--- src/verilog/snd_pkg.sv ---
// constants, field layouts and carrier types for the signal and noise detector configuration
package snd_pkg;

	// ==========================================================
	// register offsets (byte addresses on the plain port)
	localparam logic [7:0] SND_OFS_SLICER   = 8'h3E;
	localparam logic [7:0] SND_OFS_RUN_THR  = 8'h3F;
	localparam logic [7:0] SND_OFS_WAKE_THR = 8'h40;
	localparam logic [7:0] SND_OFS_LOW_THR  = 8'h41;
	localparam logic [7:0] SND_OFS_RANGE    = 8'h42;
	localparam logic [7:0] SND_OFS_DET_CTL  = 8'h43;
	localparam logic [7:0] SND_OFS_NOISE_TH = 8'h44;
	localparam logic [7:0] SND_OFS_NOISE_CT = 8'h45;
	localparam logic [7:0] SND_OFS_STATUS   = 8'h46;

	// ==========================================================
	// reset values
	localparam logic [7:0] SND_RST_SLICER   = 8'h02;
	localparam logic [7:0] SND_RST_THR      = 8'h00;
	localparam logic [7:0] SND_RST_RANGE    = 8'h3F;
	localparam logic [7:0] SND_RST_DET_CTL  = 8'h00;
	localparam logic [7:0] SND_RST_NOISE_CT = 8'h07;

	// ==========================================================
	// field positions
	localparam int SND_SLC_SCALE_LSB = 3;
	localparam int SND_RNG_ASK_LSB   = 4;
	localparam int SND_RNG_FSK_LSB   = 2;
	localparam int SND_RNG_LOW_LSB   = 0;
	localparam int SND_CTL_SRC_BIT   = 2;
	localparam int SND_CTL_WCNT_BIT  = 1;
	localparam int SND_CTL_RCNT_BIT  = 0;
	localparam int SND_ND_RANGE_LSB  = 6;
	localparam int SND_ND_MODE_LSB   = 4;
	localparam int SND_ND_FRAC_LSB   = 2;
	localparam int SND_ND_SLEW_LSB   = 0;

	// detector modes
	typedef enum logic [1:0] {
		SND_MODE_SQUELCH = 2'h0,
		SND_MODE_NOISE   = 2'h1,
		SND_MODE_BOTH    = 2'h2,
		SND_MODE_GATED   = 2'h3
	} snd_mode_t;

	// ==========================================================
	// register port carrier
	typedef struct packed {
		logic [7:0] addr;
		logic [7:0] wdata;
		logic       wr;
		logic       rd;
	} snd_req_t;

	// measured values from the baseband; power, low_power and noise are sampled on the valid strobe, the flags every clock
	typedef struct packed {
		logic [23:0] power;       // signal power
		logic [23:0] low_power;   // signal for minimal usable deviation
		logic [23:0] noise;       // noise detector output
		logic        valid;       // new sample this cycle
		logic        half_bit;    // half-bit tick from data recovery
		logic        wakeup;      // receiver in wakeup search
		logic        fsk;         // fsk modulation when high
	} snd_meas_t;

endpackage : snd_pkg

--- src/verilog/snd_cfg.sv ---
// register bank and threshold decision for the signal and noise detector
`timescale 1ns/100ps
`default_nettype none
module snd_cfg
	import snd_pkg::*;
(
	input  wire logic        clock,
	input  wire logic        rst_n,
	input  wire snd_req_t    req,
	input  wire snd_meas_t   meas,
	output logic      [7:0]  rdata,
	output logic      [2:0]  slicer_manual_bw,
	output logic      [1:0]  slicer_bw_scale,
	output logic      [1:0]  noise_peak_slew,
	output logic      [1:0]  noise_threshold_fraction,
	output logic      [1:0]  noise_range_select,
	output logic      [1:0]  detector_mode_select,
	output logic             signal_detect,
	output logic             noise_detect
);

	// ==========================================================
	// registers
	logic [7:0]  slicer_q;
	logic [7:0]  run_thr_q;
	logic [7:0]  wake_thr_q;
	logic [7:0]  low_thr_q;
	logic [7:0]  range_q;
	logic [7:0]  det_ctl_q;
	logic [7:0]  noise_th_q;
	logic [7:0]  noise_ct_q;
	logic [23:0] readout_q;
	logic        sig_raw_q;
	logic        sig_held_q;
	logic        sig_armed_q;
	logic        noise_q;
	logic        low_ok_q;

	// write path; reserved bits are stored as zero so they read back zero
	always_ff @(posedge clock) begin
		if (!rst_n) begin
			slicer_q   <= SND_RST_SLICER;
			run_thr_q  <= SND_RST_THR;
			wake_thr_q <= SND_RST_THR;
			low_thr_q  <= SND_RST_THR;
			range_q    <= SND_RST_RANGE;
			det_ctl_q  <= SND_RST_DET_CTL;
			noise_th_q <= SND_RST_THR;
			noise_ct_q <= SND_RST_NOISE_CT;
		end else if (req.wr) begin
			unique case (req.addr)
				SND_OFS_SLICER:   slicer_q   <= {3'h0, req.wdata[4:0]};
				SND_OFS_RUN_THR:  run_thr_q  <= req.wdata;
				SND_OFS_WAKE_THR: wake_thr_q <= req.wdata;
				SND_OFS_LOW_THR:  low_thr_q  <= req.wdata;
				SND_OFS_RANGE:    range_q    <= {2'h0, req.wdata[5:0]};
				SND_OFS_DET_CTL:  det_ctl_q  <= {5'h00, req.wdata[2:0]};
				SND_OFS_NOISE_TH: noise_th_q <= req.wdata;
				SND_OFS_NOISE_CT: noise_ct_q <= req.wdata;
				default: ;                         // unmapped writes are dropped
			endcase
		end
	end

	// read path: the threshold registers are write-only and read as zero
	always_ff @(posedge clock) begin
		if (!rst_n) begin
			rdata <= 8'h00;
		end else if (req.rd) begin
			unique case (req.addr)
				SND_OFS_SLICER:   rdata <= slicer_q;
				SND_OFS_RANGE:    rdata <= range_q;
				SND_OFS_DET_CTL:  rdata <= det_ctl_q;
				SND_OFS_STATUS:   rdata <= {4'h0, low_ok_q, noise_q, sig_raw_q, signal_detect};
				default:          rdata <= 8'h00;
			endcase
		end else begin
			rdata <= 8'h00;
		end
	end

	// ==========================================================
	// field outputs toward the slicer and the noise detector
	always_ff @(posedge clock) begin
		if (!rst_n) begin
			slicer_manual_bw         <= SND_RST_SLICER[2:0];
			slicer_bw_scale          <= SND_RST_SLICER[4:3];
			noise_range_select       <= SND_RST_NOISE_CT[7:6];
			detector_mode_select     <= SND_RST_NOISE_CT[5:4];
			noise_threshold_fraction <= SND_RST_NOISE_CT[3:2];
			noise_peak_slew          <= SND_RST_NOISE_CT[1:0];
		end else begin
			slicer_manual_bw         <= slicer_q[2:0];
			slicer_bw_scale          <= slicer_q[SND_SLC_SCALE_LSB +: 2];
			noise_range_select       <= noise_ct_q[SND_ND_RANGE_LSB +: 2];
			detector_mode_select     <= noise_ct_q[SND_ND_MODE_LSB +: 2];
			noise_threshold_fraction <= noise_ct_q[SND_ND_FRAC_LSB +: 2];
			noise_peak_slew          <= noise_ct_q[SND_ND_SLEW_LSB +: 2];
		end
	end

	// ==========================================================
	// threshold scaling; the ask code 10 exponent is 7+6 = 13
	logic [7:0]  act_thr;
	logic [4:0]  sig_exp;
	logic [4:0]  low_exp;
	logic [23:0] sig_lim;
	logic [23:0] low_lim;
	logic [1:0]  ask_code;
	logic [1:0]  fsk_code;
	logic [1:0]  low_code;
	logic [3:0]  nd_shift;
	logic [23:0] noise_lim;

	always_comb begin
		ask_code = range_q[SND_RNG_ASK_LSB +: 2];
		fsk_code = range_q[SND_RNG_FSK_LSB +: 2];
		low_code = range_q[SND_RNG_LOW_LSB +: 2];
		act_thr  = meas.wakeup ? wake_thr_q : run_thr_q;
		unique case (ask_code)
			2'h0: sig_exp = 5'h06;
			2'h1: sig_exp = 5'h07;
			2'h2: sig_exp = 5'h0D;
			2'h3: sig_exp = 5'h08;
		endcase
		if (meas.fsk) begin
			sig_exp = {2'h0, fsk_code, 1'b0} + 5'h02;
		end
		low_exp  = {2'h0, low_code, 1'b0} + 5'h02;
		sig_lim  = 24'({16'h0000, act_thr} << sig_exp);
		low_lim  = 24'({16'h0000, low_thr_q} << low_exp);
		// noise range codes step the exponent down from 7 to 4
		nd_shift = 4'h7 - {2'h0, noise_ct_q[SND_ND_RANGE_LSB +: 2]};
		noise_lim = 24'({16'h0000, noise_th_q} << nd_shift);
	end

	// ==========================================================
	// detection decisions, taken on each measurement strobe
	always_ff @(posedge clock) begin
		if (!rst_n) begin
			sig_raw_q <= 1'b0;
			noise_q   <= 1'b0;
			low_ok_q  <= 1'b0;
		end else if (meas.valid) begin
			sig_raw_q <= meas.power > sig_lim;
			noise_q   <= meas.noise > noise_lim;
			// low threshold only matters in the gated mode
			low_ok_q  <= (noise_ct_q[5:4] == SND_MODE_GATED) ?
				(meas.low_power > low_lim) : 1'b1;
		end
	end

	// readout source select, captured per sample
	always_ff @(posedge clock) begin
		if (!rst_n) begin
			readout_q <= 24'h000000;
		end else if (meas.valid) begin
			readout_q <= det_ctl_q[SND_CTL_SRC_BIT] ? meas.low_power : meas.power;
		end
	end

	// half-bit persistence: the condition must hold across a full half-bit tick interval.
	// armed marks the first tick seen with the condition up, held the next one; a single
	// tick is not enough because the condition may have risen just before it
	logic cnt_en;
	assign cnt_en = meas.wakeup ? det_ctl_q[SND_CTL_WCNT_BIT]
	                            : det_ctl_q[SND_CTL_RCNT_BIT];

	always_ff @(posedge clock) begin
		if (!rst_n) begin
			sig_held_q  <= 1'b0;
			sig_armed_q <= 1'b0;
		end else begin
			if (!sig_raw_q) begin
				sig_armed_q <= 1'b0;
				sig_held_q  <= 1'b0;
			end else if (meas.half_bit) begin
				sig_armed_q <= 1'b1;
				sig_held_q  <= sig_armed_q;
			end
		end
	end

	// final outputs, gated by detector mode
	always_ff @(posedge clock) begin
		if (!rst_n) begin
			signal_detect <= 1'b0;
			noise_detect  <= 1'b0;
		end else begin
			signal_detect <= (noise_ct_q[5:4] != SND_MODE_NOISE) && sig_raw_q &&
				(!cnt_en || sig_held_q);
			noise_detect  <= (noise_ct_q[5:4] != SND_MODE_SQUELCH) && noise_q &&
				low_ok_q;
		end
	end

endmodule : snd_cfg
`default_nettype wire

--- config.mk ---
export PLATFORM = sky130hd
export DESIGN_NAME = snd_cfg
export DESIGN_NICKNAME = d
export VERILOG_FILES = /design/src/verilog/snd_pkg.sv /design/src/verilog/snd_cfg.sv
export SDC_FILE = /design/constraint.sdc
export NUM_CORES = 1
export LEC_CHECK = 0
export ABC_AREA = 1
export BUFFER_PORTS_ARGS = -buffer_cell sky130_fd_sc_hd__buf_2
export CAP_MARGIN = 0
export CORE_MARGIN = 2
export CORE_UTILIZATION = 45
export CTS_CLUSTER_SIZE = 8
export DETAILED_ROUTE_END_ITERATION = 7
export MAX_ROUTING_LAYER = met4
export PLACE_DENSITY = 0.69
export SETUP_SLACK_MARGIN = 0.1
export SLEW_MARGIN = 20
export SYNTH_ARGS = -nofsm -noshare
export SYNTH_HDL_FRONTEND = slang
export SYNTH_SLANG_ARGS = --single-unit
--- constraint.sdc ---
create_clock -name clock -period 3.5 [get_ports clock]
set_input_delay 0.175 -clock clock [delete_from_list [all_inputs] [get_ports clock]]
set_output_delay 0.175 -clock clock [all_outputs]
set_load 0.01 [all_outputs]
==> key figures <==
Run status
  • Status: finished clean

STA
  • Slew Limit Fails: 0
  • Fmax: approximately 0.34 GHz
  • Hold Fails Final Rpt: 0
  • # setup viols final: 0
  • RSZ-0062 raised after global routing: no
  • Clock skew: between 8 and 9 ps
  • Crit share post-route: between 80% and 90%
  • Fin crit period: between 2000 and 3000 ps
  • Worst rel slew slack: 62.2%
  • Fin Setup TNS: 0 ps
  • Worst slew pin tran: 566 ps
  • Final worst slack: between 500 and 600 ps

Final layout
  • Fin cells: about 1.1k
  • Fin nets: 1,082
  • Share of layout cells above drive strength 1: about 17%
  • Area taken by multi-input logic gates: ~3400 um2
  • Number of diodes: 0
  • Layout area overhead: 17.0%
  • Reg area: 1600 um2
  • Fillcell total: ~1.3k

Pwr
  • NetSw: 521 uW
  • Leakage power figure: a little over 0.003 uW
  • Clock network power share: a little over two fifths
  • Comb power frac: a little under an eighth
  • Worst VDD drop: between 0.0002 and 0.0003 V
  • Sequential share of power: ~46%
  • Power per cell area: 317 nW/um2
  • Internal power: between 1500 and 2000 uW
  • Net Sw Frac: 25.8%

Logic synthesis
  • Compound-Gate Fraction of Synth Area: 15.9%
  • Synth area leader: dfxtp_1
  • Synth top area share: ~30%
  • Seq/Total Area, Yosys: between 20 and 30%
  • Top post-synthesis cells by area: dfxtp_1 29%, nand2_1 15%, ha_1 14%, o21ai_0 7.4%, nor2_1 7.0%
  • Unique masters post-synth: a little over 40
  • Mapped Area: 5450 um2
  • Synth Register Bits: 80
  • Post-synthesis cell count: 819
  • Post-synthesis simple-gate area fraction: between 30 and 40%
  • Post-Synth Adder-Cell Area: 14.2%
  • Post-synthesis mux area share: under 10%
  • Largest family of logic cells by synthesized area: simple AND/OR/NAND/NOR gates
  • Synth Area in XOR/XNOR: 0%
  • Mean Syn Cell Area: ~6.6 um2
  • Yosys warns: 0

Critical path
  • Critical path type: reg2reg
  • Most frequent cell on the critical path: nand2_1
  • Max stage delay on crit path: 390 ps
  • Crit path capture type: register
  • Critical-path cell list: inv_1, ha_1, or2_1, o22ai_2, inv_1, nand2_1, nand3_1, nand2_1, nand2_1, ha_1, inv_1, nor3_1, nand4_1, nor2_1, a21oi_1, nand2_1, nand2_1
  • Crit-path slowest cell: dfxtp_1
  • Crit path max fanout: 12
  • Critical path startpoint category: register
  • Worst EP required: around 3700 ps
  • Arrival time worst endpoint: 3210 ps
  • R2R Setup Slk: between 500 and 600 ps

CTS
  • CTS tree: yes
  • Clk slew on worst S/H paths: roughly 60 ps
  • CTS resizes: 0
  • # H-tree levels: 3
  • Setup bufs post-CTS: 0
  • Max clock buf depth: 2
  • Clock Sink Count: 80
  • Clock root cell: clkbuf_16
  • CTS Buf Count: 9
  • Clock latency on the worst-skew pair: roughly 340 ps
  • Hold_buf cts: 0

Floorplanning
  • DIE AREA: between 10,000 and 15,000 um2
  • Core Area: approximately 12,000 um2
  • Ports: 119
  • DIE WIDTH: ~110 um
  • Cell Rows: 40
  • Die Ht: between 100 and 150 um
  • Starting Density: 45.7%

Drt
  • Final ANT Viol Nets: 0
  • Drt first pass iters: 5
  • WL per Instance: between 10 and 15 um
  • DRT Wirelength: 13,200 um
  • Via count: 5,439
  • Drt drc: 0
  • Via-to-Cell Ratio: just over 5
  • Drt initial violations: around 280

Global route
  • Largest net degree at the start of global routing: 66
  • Initial antenna violation count: 0
  • GRT Overall Usage: between 20% and 30%
  • GRT overflow: 0
  • First-pass GRT wire length: between 20,000 and 25,000 um
  • Vias in the first global route: approximately 5k

Placed design
  • DP HPWL: 10,300 um
  • IO buf count: 116
  • Placer Congestion: about 0.86
  • Inst Count DP: between 1k and 1.5k
  • Worst slack, placed: ~520 ps

Flow run
  • Max_cap viols: 0

Hold path
  • Worst Hold Class: in2reg
## synthesized netlist by cell type (all sizes together)
cell,count
nand2,213
nor2,103
o21ai,92
dfxtp,80
inv,76
ha,62
a21oi,47
nand3,47
nor3,17
clkbuf,14
buf,13
nand4,9
or2,7
mux2i,6
o211ai,5
a211oi,4
a21o,4
o21a,4
and2,3
clkinv,3
nor4,3
a31oi,2
and3,1
conb,1
nor3b,1
o22ai,1
o31ai,1
## stage by stage
step | instance area, um2 | hold WS (ps) | utilization, % | total power [uW]
floorplan | 5450 | 291 | - | 1090
global placement | 6100 | 408 | 51.2 | 1180
detailed placement | 6100 | 407 | 51.2 | 1180
CTS | 6370 | 78.3 | 53.5 | 2040
global route | 6370 | 117 | 53.5 | 2110
finish | 6370 | 81.8 | 53.5 | 2020
## logic make-up (layout without fill, tap and decap cells)
| logic type | after synthesis | in the layout |
|---|---|---|
| flip-flops | 80 | 80 |
| other | 1 | 2 |
| AO/OA/AOI/OAI | 160 | 160 |
| adder cells (fa/ha/maj) | 62 | 62 |
| AND/OR/NAND/NOR | 404 | 404 |
| buffers and inverters | 106 | 215 |
| multiplexers | 6 | 6 |
## layout by cell type, fill, tap and decap left out, types with 4 or more instances in the layout
master,instances
a21o_1,4
mux2i_1,6
nand2_1,211
or2_2,4
a211oi_1,4
o21ai_1,8
nand3_1,46
ha_1,62
clkbuf_16,9
a21oi_1,47
inv_2,7
o21ai_0,81
inv_1,69
buf_4,4
buf_2,116
nor2_1,101
dfxtp_1,80
o21a_1,4
nor3_1,15
o211ai_1,5
nand4_1,9
## power by group through the flow
stage                     Clock [uW]  Sequential, uW  Combinational [uW]
after detailed placement           0             940                 244
after global routing             908             920                 283
after floorplan                    0             939                 147
after CTS                        872             920                 245
final                            859             920                 243
after global placement             0             940                 241
## per-layer routing
layer  wire length [um]  global-route usage [%]  vias up
met5                  0                       -        -
met4                310                    8.13        0
met3                734                    3.83       26
met2               5800                    33.2      135
met1               6360                    28.3     2365
li1                   -                       -     2913
## path summary, 6_finish.rpt
kind | from | end | cells after the start
worst max register to register | range_q[4]$_SDFFE_PN1P_ | sig_raw_q$_SDFFE_PN0P_ | 17
worst min register to register | noise_ct_q[0]$_SDFFE_PN1P_ | noise_peak_slew[0]$_SDFF_PN1_ | 2
worst min-delay path | req[0] | rdata[3]$_SDFF_PN0_ | 3
worst max-delay path | range_q[4]$_SDFFE_PN1P_ | sig_raw_q$_SDFFE_PN0P_ | 17
## state kept, by name, summed over array words and instances (netlist names)
register / cells
low_thr_q: 8
noise_ct_q: 8
noise_th_q: 8
run_thr_q: 8
wake_thr_q: 8
range_q: 6
rdata: 6
slicer_q: 5
det_ctl_q: 3
slicer_manual_bw: 3
detector_mode_select: 2
noise_peak_slew: 2
noise_range_select: 2
noise_threshold_fraction: 2
slicer_bw_scale: 2
low_ok_q: 1
noise_detect: 1
noise_q: 1
sig_armed_q: 1
sig_held_q: 1
sig_raw_q: 1
signal_detect: 1
## final cells by class
cell class / instances / share of cell area, %
sequential: 80 / 25.1
clock buffer: 10 / 3.59
multi-input combinational: 634 / 53.5
clock inverter: 6 / 0.668
timing repair buffer: 120 / 9.58
inverter: 79 / 4.65
tap: 147 / 2.89
## critical path: cells and delay by family, from the launching register on
kind	cells	cell delay, ps
fa+ha+maj	2	480
compound gates	2	430
flops	1	390
buf+inv	3	360
simple gates	10	1220
Power figures use the tool's default switching activity.
